[config.mk]
export PLATFORM = sky130hd
export DESIGN_NAME = prog_exec_cmd_responder
export DESIGN_NICKNAME = d
export VERILOG_FILES = /design/src/prog_exec_cmd_pkg.sv /design/src/prog_exec_cmd_responder.sv
export VERILOG_INCLUDE_DIRS = /design/src
export SDC_FILE = /design/constraint.sdc
export NUM_CORES = 1
export LEC_CHECK = 0
export BUFFER_PORTS_ARGS = -buffer_cell sky130_fd_sc_hd__buf_4
export CORE_ASPECT_RATIO = 2
export CORE_UTILIZATION = 30
export DETAILED_ROUTE_END_ITERATION = 7
export PLACE_DENSITY = 0.49
export REMOVE_ABC_BUFFERS = 1
export SLEW_MARGIN = 20
export SYNTH_ARGS = -nofsm -noshare
export SYNTH_HDL_FRONTEND = slang
export SYNTH_SLANG_ARGS = --single-unit
export TNS_END_PERCENT = 50
[constraint.sdc]
create_clock -name ref_clk -period 7.2 [get_ports ref_clk]
set_input_delay 0 -clock ref_clk [delete_from_list [all_inputs] [get_ports ref_clk]]
set_output_delay 0 -clock ref_clk [all_outputs]
set_load 0.02 [all_outputs]
[src/prog_exec_cmd_regs.svh]
// command codes, field positions and response constants of the responder
`ifndef PROG_EXEC_CMD_REGS_SVH
`define PROG_EXEC_CMD_REGS_SVH

`define OPC_CONFIG_WRITE   4'h6
`define OPC_BULK_ERASE     4'h7
`define OPC_ROW_ERASE      4'h9
`define OPC_BLANK_QUERY    4'hA
`define OPC_VERSION_QUERY  4'hB

`define LEN_CONFIG_WRITE   12'h004
`define LEN_BULK_ERASE     12'h002
`define LEN_ROW_ERASE      12'h003
`define LEN_BLANK_QUERY    12'h003
`define LEN_VERSION_QUERY  12'h001

`define RSP_PASS           4'h1
`define RSP_FAIL           4'h2
`define RSP_UNKNOWN        4'h3
`define RSP_LENGTH         16'h0002

`define QE_NO_ERROR        8'h00
`define QE_VERIFY_FAIL     8'h01
`define QE_OTHER_ERROR     8'h02
`define QE_BLANK           8'hF0
`define QE_NOT_BLANK       8'h0F

`define REGION_GENERAL     3'h0
`define REGION_GEN_VECTORS 3'h2
`define REGION_FULL_CHIP   3'h3
`define REGION_BOOT_GEN    3'h4
`define REGION_GEN_CONFIG  3'h5

`define OPC_MSB            15
`define OPC_LSB            12
`define LEN_MSB            11
`define LEN_LSB            0
`define ROWS_MSB           15
`define ROWS_LSB           8
`define ADDR_HI_MSB        7
`define ADDR_HI_LSB        0
`define REGION_MSB         2
`define REGION_LSB         0
`define DATA_LEN_MSB       11
`define DATA_LEN_LSB       0

`define ROW_STEP           24'h000040
`define ROW_ALIGN_MASK     24'h00003F
`define WORD_STEP          24'h000002
`define ROW_WORD_SHIFT     5
`define CODE_SPACE_TOP_HI  8'h80
`define MAX_CODE_CHECK     16'd49152
`define MAX_DATA_CHECK     12'd2048
`define ERASED_LOW         20'hFFFFF
`define BLANK_START        24'h000000

`endif

[src/prog_exec_cmd_pkg.sv]
// types shared by the programming command responder and its memory port
package prog_exec_cmd_pkg;

	typedef enum logic [2:0] {
		NVM_CONFIG_WRITE = 3'h0,
		NVM_CONFIG_READ  = 3'h1,
		NVM_BULK_ERASE   = 3'h2,
		NVM_ROW_ERASE    = 3'h3,
		NVM_CODE_READ    = 3'h4
	} nvm_op_t;

	typedef struct packed {
		nvm_op_t     op;
		logic [23:0] addr;
		logic [15:0] wdata;
		logic [2:0]  region;
	} nvm_req_t;

	typedef struct packed {
		logic [3:0] opcode;
		logic [3:0] last_cmd;
		logic [7:0] query_or_error_byte;
	} rsp_hdr_t;

	typedef enum logic [6:0] {
		ST_IDLE   = 7'b0000001,
		ST_GATHER = 7'b0000010,
		ST_EXEC   = 7'b0000100,
		ST_WAIT   = 7'b0001000,
		ST_REPLY0 = 7'b0010000,
		ST_REPLY1 = 7'b0100000,
		ST_SPARE  = 7'b1000000
	} state_t;

	typedef enum logic [5:0] {
		PH_CFG_WRITE  = 6'b000001,
		PH_CFG_VERIFY = 6'b000010,
		PH_BULK       = 6'b000100,
		PH_ROW_ERASE  = 6'b001000,
		PH_ROW_VERIFY = 6'b010000,
		PH_BLANK      = 6'b100000
	} phase_t;

endpackage : prog_exec_cmd_pkg

[src/prog_exec_cmd_responder.sv]
// command interpreter that executes programming commands and frames replies
`timescale 1ns/1ps
`include "prog_exec_cmd_regs.svh"

module prog_exec_cmd_responder #(
	parameter logic [7:0] EXEC_VERSION = 8'h10 // arbitrary value
) (
	input  wire logic                       ref_clk,
	input  wire logic                       rst_b,
	input  wire logic                       cmd_valid,
	input  wire logic [15:0]                cmd_word,
	output wire logic                       cmd_ready,
	output wire logic                       rsp_valid,
	output      logic [15:0]                rsp_word,
	input  wire logic                       rsp_ready,
	output      logic                       nvm_req_valid,
	output      prog_exec_cmd_pkg::nvm_req_t nvm_req,
	input  wire logic                       nvm_done,
	input  wire logic [23:0]                nvm_rdata
);

	prog_exec_cmd_pkg::state_t   state_ff;
	prog_exec_cmd_pkg::phase_t   phase_ff;
	prog_exec_cmd_pkg::rsp_hdr_t hdr_ff;
	logic [3:0]                  opcode_ff;
	logic [11:0]                 length_ff;
	logic [11:0]                 remain_ff;
	logic [1:0]                  idx_ff;
	logic [15:0]                 words_ff [1:3];
	logic [7:0]                  rows_left_ff;
	logic [15:0]                 count_ff;
	logic [23:0]                 base_ff;
	logic                        hdr_loaded_ff;

	wire logic [23:0] cmd_addr = {words_ff[1][`ADDR_HI_MSB:`ADDR_HI_LSB],
	                              words_ff[2]};
	wire logic [2:0]  region   = words_ff[1][`REGION_MSB:`REGION_LSB];
	wire logic [7:0]  num_rows = words_ff[1][`ROWS_MSB:`ROWS_LSB];
	wire logic        take     = cmd_valid & cmd_ready;
	wire logic        give     = rsp_valid & rsp_ready;

	// header packing used by every completion path
	function automatic prog_exec_cmd_pkg::rsp_hdr_t make_hdr(
		input logic [3:0] op,
		input logic [3:0] cmd,
		input logic [7:0] qe
	);
		prog_exec_cmd_pkg::rsp_hdr_t h;
		h.opcode              = op;
		h.last_cmd            = cmd;
		h.query_or_error_byte = qe;
		return h;
	endfunction : make_hdr

	function automatic logic reserved_region(input logic [2:0] r);
		case (r)
			`REGION_GENERAL, `REGION_GEN_VECTORS, `REGION_FULL_CHIP,
			`REGION_BOOT_GEN, `REGION_GEN_CONFIG: reserved_region = 1'b0;
			default: reserved_region = 1'b1;
		endcase
	endfunction : reserved_region

	function automatic logic word_erased(input logic [23:0] w);
		word_erased = (w[19:0] == `ERASED_LOW) & (&w[23:20]);
	endfunction : word_erased

	assign cmd_ready = (state_ff == prog_exec_cmd_pkg::ST_IDLE) |
	                   (state_ff == prog_exec_cmd_pkg::ST_GATHER);
	// header is loaded on the first reply cycle and offered from the next one
	assign rsp_valid = ((state_ff == prog_exec_cmd_pkg::ST_REPLY0) &
	                    hdr_loaded_ff) |
	                   (state_ff == prog_exec_cmd_pkg::ST_REPLY1);

	// command header: opcode, length and the count of words still to come
	always_ff @(posedge ref_clk) begin
		if (!rst_b) begin
			opcode_ff <= 4'h0;
			length_ff <= 12'h000;
			remain_ff <= 12'h000;
		end else if (take) begin
			if (state_ff == prog_exec_cmd_pkg::ST_IDLE) begin
				opcode_ff <= cmd_word[`OPC_MSB:`OPC_LSB];
				length_ff <= cmd_word[`LEN_MSB:`LEN_LSB];
				remain_ff <= cmd_word[`LEN_MSB:`LEN_LSB] - 12'd1;
			end else begin
				remain_ff <= remain_ff - 12'd1;
			end
		end
	end

	// argument words; words past the third are absorbed and dropped
	always_ff @(posedge ref_clk) begin
		if (!rst_b) begin
			idx_ff      <= 2'd1;
			words_ff[1] <= 16'h0000;
			words_ff[2] <= 16'h0000;
			words_ff[3] <= 16'h0000;
		end else if (take) begin
			if (state_ff == prog_exec_cmd_pkg::ST_IDLE) begin
				// stale arguments must not leak into a shorter command
				idx_ff      <= 2'd1;
				words_ff[1] <= 16'h0000;
				words_ff[2] <= 16'h0000;
				words_ff[3] <= 16'h0000;
			end else if (idx_ff != 2'd0) begin
				words_ff[idx_ff] <= cmd_word;
				idx_ff           <= (idx_ff == 2'd3) ? 2'd0 : idx_ff + 2'd1;
			end
		end
	end

	// reply word register: header on the first reply cycle, length on accept
	always_ff @(posedge ref_clk) begin
		if (!rst_b) begin
			rsp_word <= 16'h0000;
		end else if (give) begin
			rsp_word <= `RSP_LENGTH;
		end else if (state_ff == prog_exec_cmd_pkg::ST_REPLY0) begin
			rsp_word <= hdr_ff;
		end
	end

	// offering the header before rsp_word holds it would hand over a stale
	// word, so the first reply cycle is spent loading it
	always_ff @(posedge ref_clk) begin
		if (!rst_b) begin
			hdr_loaded_ff <= 1'b0;
		end else begin
			hdr_loaded_ff <= (state_ff == prog_exec_cmd_pkg::ST_REPLY0) & !give;
		end
	end

	// sequencing, memory requests and response framing
	always_ff @(posedge ref_clk) begin
		if (!rst_b) begin
			state_ff      <= prog_exec_cmd_pkg::ST_IDLE;
			phase_ff      <= prog_exec_cmd_pkg::PH_CFG_WRITE;
			hdr_ff        <= '0;
			nvm_req_valid <= 1'b0;
			nvm_req       <= '0;
			rows_left_ff  <= 8'h00;
			count_ff      <= 16'h0000;
			base_ff       <= 24'h000000;
		end else begin
			// request is a single-cycle pulse; its fields stand until done
			nvm_req_valid <= 1'b0;
			unique case (state_ff)
			prog_exec_cmd_pkg::ST_IDLE: begin
				if (take) begin
					if (cmd_word[`LEN_MSB:`LEN_LSB] > 12'd1)
						state_ff <= prog_exec_cmd_pkg::ST_GATHER;
					else
						state_ff <= prog_exec_cmd_pkg::ST_EXEC;
				end
			end
			prog_exec_cmd_pkg::ST_GATHER: begin
				if (take && remain_ff == 12'd1)
					state_ff <= prog_exec_cmd_pkg::ST_EXEC;
			end
			prog_exec_cmd_pkg::ST_EXEC: begin
				state_ff <= prog_exec_cmd_pkg::ST_REPLY0;
				// bad length or field fails with other-error
				hdr_ff   <= make_hdr(`RSP_FAIL, opcode_ff, `QE_OTHER_ERROR);
				case (opcode_ff)
				`OPC_CONFIG_WRITE: begin
					if (length_ff == `LEN_CONFIG_WRITE) begin
						nvm_req_valid <= 1'b1;
						nvm_req.op    <= prog_exec_cmd_pkg::NVM_CONFIG_WRITE;
						nvm_req.addr  <= cmd_addr;
						nvm_req.wdata <= words_ff[3];
						phase_ff      <= prog_exec_cmd_pkg::PH_CFG_WRITE;
						state_ff      <= prog_exec_cmd_pkg::ST_WAIT;
					end
				end
				`OPC_BULK_ERASE: begin
					// reserved region leaves memory untouched
					if (length_ff == `LEN_BULK_ERASE &&
					    !reserved_region(region)) begin
						nvm_req_valid  <= 1'b1;
						nvm_req.op     <= prog_exec_cmd_pkg::NVM_BULK_ERASE;
						nvm_req.region <= region;
						phase_ff       <= prog_exec_cmd_pkg::PH_BULK;
						state_ff       <= prog_exec_cmd_pkg::ST_WAIT;
					end
				end
				`OPC_ROW_ERASE: begin
					// code space only, aligned base
					if (length_ff == `LEN_ROW_ERASE && num_rows != 8'h00 &&
					    (cmd_addr & `ROW_ALIGN_MASK) == 24'h000000 &&
					    cmd_addr[23:16] < `CODE_SPACE_TOP_HI) begin
						nvm_req_valid <= 1'b1;
						nvm_req.op    <= prog_exec_cmd_pkg::NVM_ROW_ERASE;
						nvm_req.addr  <= cmd_addr;
						base_ff       <= cmd_addr;
						rows_left_ff  <= num_rows;
						phase_ff      <= prog_exec_cmd_pkg::PH_ROW_ERASE;
						state_ff      <= prog_exec_cmd_pkg::ST_WAIT;
					end
				end
				`OPC_BLANK_QUERY: begin
					if (length_ff == `LEN_BLANK_QUERY &&
					    words_ff[1] <= `MAX_CODE_CHECK &&
					    words_ff[2][`DATA_LEN_MSB:`DATA_LEN_LSB] <=
					    `MAX_DATA_CHECK) begin
						// an empty range holds nothing that could be programmed
						if (words_ff[1] == 16'h0000) begin
							hdr_ff <= make_hdr(`RSP_PASS, opcode_ff, `QE_BLANK);
						end else begin
							// code reads only, from address 0
							nvm_req_valid <= 1'b1;
							nvm_req.op    <= prog_exec_cmd_pkg::NVM_CODE_READ;
							nvm_req.addr  <= `BLANK_START;
							count_ff      <= words_ff[1];
							phase_ff      <= prog_exec_cmd_pkg::PH_BLANK;
							state_ff      <= prog_exec_cmd_pkg::ST_WAIT;
						end
					end
				end
				`OPC_VERSION_QUERY: begin
					// a version query of length one passes with the version byte
					if (length_ff == `LEN_VERSION_QUERY)
						hdr_ff <= make_hdr(`RSP_PASS, opcode_ff, EXEC_VERSION);
				end
				default: begin
					// nothing executes for an unknown opcode
					hdr_ff <= make_hdr(`RSP_UNKNOWN, opcode_ff, `QE_NO_ERROR);
				end
				endcase
			end
			prog_exec_cmd_pkg::ST_WAIT: begin
				// a done pulse is only looked at while a request is outstanding
				if (nvm_done) begin
					unique case (phase_ff)
					prog_exec_cmd_pkg::PH_CFG_WRITE: begin
						// read the register back before reporting
						nvm_req_valid <= 1'b1;
						nvm_req.op    <= prog_exec_cmd_pkg::NVM_CONFIG_READ;
						phase_ff      <= prog_exec_cmd_pkg::PH_CFG_VERIFY;
					end
					prog_exec_cmd_pkg::PH_CFG_VERIFY: begin
						state_ff <= prog_exec_cmd_pkg::ST_REPLY0;
						if (nvm_rdata[15:0] == nvm_req.wdata)
							hdr_ff <= make_hdr(`RSP_PASS, opcode_ff, `QE_NO_ERROR);
						else
							hdr_ff <= make_hdr(`RSP_FAIL, opcode_ff,
							                   `QE_VERIFY_FAIL);
					end
					prog_exec_cmd_pkg::PH_BULK: begin
						state_ff <= prog_exec_cmd_pkg::ST_REPLY0;
						hdr_ff   <= make_hdr(`RSP_PASS, opcode_ff, `QE_NO_ERROR);
					end
					prog_exec_cmd_pkg::PH_ROW_ERASE: begin
						nvm_req_valid <= 1'b1;
						rows_left_ff  <= rows_left_ff - 8'h01;
						if (rows_left_ff == 8'h01) begin
							// all rows erased: read every word back
							nvm_req.op   <= prog_exec_cmd_pkg::NVM_CODE_READ;
							nvm_req.addr <= base_ff;
							// rows of 32 words each are read back
							count_ff     <= {3'b000, num_rows, 5'b00000};
							phase_ff     <= prog_exec_cmd_pkg::PH_ROW_VERIFY;
						end else begin
							nvm_req.addr <= nvm_req.addr + `ROW_STEP;
						end
					end
					prog_exec_cmd_pkg::PH_ROW_VERIFY: begin
						if (!word_erased(nvm_rdata)) begin
							state_ff <= prog_exec_cmd_pkg::ST_REPLY0;
							hdr_ff   <= make_hdr(`RSP_FAIL, opcode_ff,
							                     `QE_OTHER_ERROR);
						end else if (count_ff == 16'h0001) begin
							state_ff <= prog_exec_cmd_pkg::ST_REPLY0;
							hdr_ff   <= make_hdr(`RSP_PASS, opcode_ff, `QE_NO_ERROR);
						end else begin
							nvm_req_valid <= 1'b1;
							nvm_req.addr  <= nvm_req.addr + `WORD_STEP;
							count_ff      <= count_ff - 16'h0001;
						end
					end
					prog_exec_cmd_pkg::PH_BLANK: begin
						if (!(&nvm_rdata)) begin
							state_ff <= prog_exec_cmd_pkg::ST_REPLY0;
							hdr_ff   <= make_hdr(`RSP_PASS, opcode_ff,
							                     `QE_NOT_BLANK);
						end else if (count_ff == 16'h0001) begin
							state_ff <= prog_exec_cmd_pkg::ST_REPLY0;
							hdr_ff   <= make_hdr(`RSP_PASS, opcode_ff,
							                     `QE_BLANK);
						end else begin
							nvm_req_valid <= 1'b1;
							nvm_req.addr  <= nvm_req.addr + `WORD_STEP;
							count_ff      <= count_ff - 16'h0001;
						end
					end
					endcase
				end
			end
			prog_exec_cmd_pkg::ST_REPLY0: begin
				// header word one, then length word
				if (give) begin
					state_ff <= prog_exec_cmd_pkg::ST_REPLY1;
				end
			end
			prog_exec_cmd_pkg::ST_REPLY1: begin
				// a new command is taken only once both words are gone
				if (give) begin
					state_ff <= prog_exec_cmd_pkg::ST_IDLE;
				end
			end
			default: begin
				state_ff <= prog_exec_cmd_pkg::ST_IDLE;
			end
			endcase
		end
	end

endmodule : prog_exec_cmd_responder

==> key figures <==
Outcome
  – Status: finished, final reports clean

Synth
  – Top cells by area, synth: dfxtp_1 29%, edfxtp_1 13%, nand2_1 6.8%, a21oi_1 5.1%, nor2_1 4.1%
  – Most common cell in the netlist: nand2_1
  – Post-Syn Area: 11100 um^2
  – Primary FF master, synth: dfxtp_1
  – Cells after Synth: 1332
  – Count of state elements after synthesis: 209
  – Post-synthesis cell type count: 74
  – Async set-reset flop share out of synthesis: 0%
  – EDFF count, synth: 48
  – Sequential cell area fraction in the yosys report: 42.2%
  – Mean post-synth cell area: 8.30 um^2
  – Commonest cells in the netlist: 200 x nand2_1, 161 x dfxtp_1, 120 x nor2_1, 112 x a21oi_1, 71 x clkbuf_1
  – Number of synthesis warnings: 0
  – Largest area contributor in the netlist: dfxtp_1
  – Share of the synthesized area in the top cell type: 29.2%

Clock network
  – Hold_buf cts: 19
  – CTS tree: done
  – Clock tree buffer depth: 3
  – CTS Buf Count: 21
  – Setup repair bufs after CTS: 0
  – Worst-path clk slew: 70 ps
  – CTS resizes: 0
  – Clock Latency Late Sink: 530 ps
  – Max H-tree Level: 1
  – CTS root buffer: clkbuf_16
  – Num Clock Sinks: 209

Layout
  – Final core area utilization: 36.2%
  – Nets: 1471
  – Synth-to-layout area growth: 19.2%
  – Number of diodes: 0
  – Final Cell Area: 13200 um^2
  – Share of cells above drive strength 1: 13.2%

Setup path
  – Critical path peak fanout: 18
  – Critical Path AT: 4050 ps
  – CP endpoint kind: flop
  – Startpoint Class: flop
  – Worst Path Required: 7670 ps
  – Crit path kind: reg2reg

Drt
  – Residual DRC: 0
  – DRT iter0 DRCs: 678
  – Drt wl/cell: 21.2 um
  – Routed WL: 39900 um
  – ANT nets after route: 0
  – Via count: 10300
  – TritonRoute pass-1 iters: 5
  – Via/cell ratio: 5.47

Placed design
  – Number of buffers added on ports: 107
  – Dpl cell area: 12200 um^2
  – DP HPWL: 29200 um
  – RePlAce Congestion: 0.890

Floorplanning
  – Core ar.: 36400 um^2
  – Die span in x: 138 um
  – Initial Util: 30.4%
  – Core Rows: 99
  – Die Y: 274 um
  – Die ar.: 37700 um^2
  – I/O pin cnt: 110

STA
  – Worst slew margin: 30.3%
  – Fmax: 0.279 GHz
  – Fin crit share: 49.8%
  – Number of setup violations in the final report: 0
  – Final hold violation count: 0
  – Setup TNS Final: 0 ps
  – Clock Skew: 14.8 ps
  – Slew Viols, Final: 0
  – Fin crit period: 3580 ps
  – Measured slew at the worst slew-check pin: 1040 ps
  – RSZ-0062 raised after global routing: false

Power and ir drop
  – Power per Cell Area: 207 nW/um^2
  – Peak VDD IR: 152 uV
  – LEAKAGE: 4.97 nW

Global route
  – Gr ovfl total: 0
  – Largest net degree at the start of global routing: 66
  – First-pass GRT wire length: 60300 um
  – Number of global-route vias before repair: 10200
  – Antenna violations before repair: 0
  – Gr usage total: 21.3%

Flow run
  – Max-cap violation count: 0

Min path
  – HP Class: in2reg
[power breakdown]
part / switching (mW) / leakage [nW] / total [mW] / internal [mW]
clock network: 0.510 / 0.383 / 1.28 / 0.767
registers: 0.0360 / 1.80 / 1.26 / 1.23
logic: 0.118 / 2.79 / 0.189 / 0.0708
total: 0.664 / 4.97 / 2.73 / 2.07
[cells by family after synthesis]
family	count (synthesis)	share of synthesized area, %
simple gates	586	25.7
other cells	1	0.0339
mux	30	2.72
buf+inv	117	4.33
xor+xnor	51	4.04
flops	209	42.2
fa+ha+maj	14	1.58
compound gates	324	19.4
[critical path: stages (launching register included)]
cell and delay (ps):
dfxtp_1 380, or3_1 480, nor3_4 180, buf_4 270, nand2_1 450, o311ai_2 1000, nor4_1 280, a21oi_1 270
o221a_2 220
[path summary, 6_finish.rpt]
path / startpoint / endpoint / slack [ps] / cells past startpoint
max reg2reg: phase_ff[0] / hdr_ff[13] / 3620 / 8
max: phase_ff[0] / hdr_ff[13] / 3620 / 8
min: cmd_valid / remain_ff[7] / 40 / 4
min reg2reg: base_ff[0] / base_ff[0] / 450 / 2
[cells in the final DEF (no fill, tap or decap), types with 28 or more instances in the layout]
master,synthesis,layout
nand2_1,200,200
dfxtp_1,161,161
buf_4,6,122
nor2_1,120,119
a21oi_1,112,112
o21ai_0,57,57
and2_1,56,56
edfxtp_1,48,48
nor3_1,44,44
nand3_1,32,31
inv_1,30,30
mux2i_1,30,30
xnor2_1,28,28
[layer usage]
metal	GRT usage [%]	part of all wire, %
met5	0	0
met4	11.0	5.0
met1	21.9	36
met2	41.2	55
met3	2.28	3.8
[flip-flops by register name, indices dropped and copies added, names as in the netlist]
| name | flops |
|---|---|
| words_ff | 48 |
| opcode_ff | 4 |
| remain_ff | 12 |
| state_ff | 7 |
| rows_left_ff | 8 |
| hdr_ff | 11 |
| nvm_req_valid | 1 |
| phase_ff | 6 |
| base_ff | 24 |
| rsp_word | 11 |
| length_ff | 12 |
| idx_ff | 2 |
| count_ff | 16 |
| nvm_req | 46 |
| hdr_loaded_ff | 1 |
[metrics by stage]
stage | setup WS (ps) | hold WS, ps | power [mW] | std cells
after floorplan | 4090 | 71.8 | 1.37 | 1248
after global routing | 3510 | 96.5 | 2.82 | 1881
final | 3620 | 35.6 | 2.73 | 1881
after global placement | 3690 | 313 | 1.47 | 1824
after CTS | 3640 | 18.5 | 2.76 | 1881
after detailed placement | 3660 | 318 | 1.47 | 1824
[area by class of cell]
class	instances	area [um^2]
Fill cell	3856	23200
Multi-Input combinational cell	1008	5940
Sequential cell	209	4660
Timing Repair Buffer	141	1110
Tap cell	454	568
Clock buffer	23	543
Clock inverter	15	241
Inverter	31	119
No activity file was read; power rests on OpenSTA's default activity.
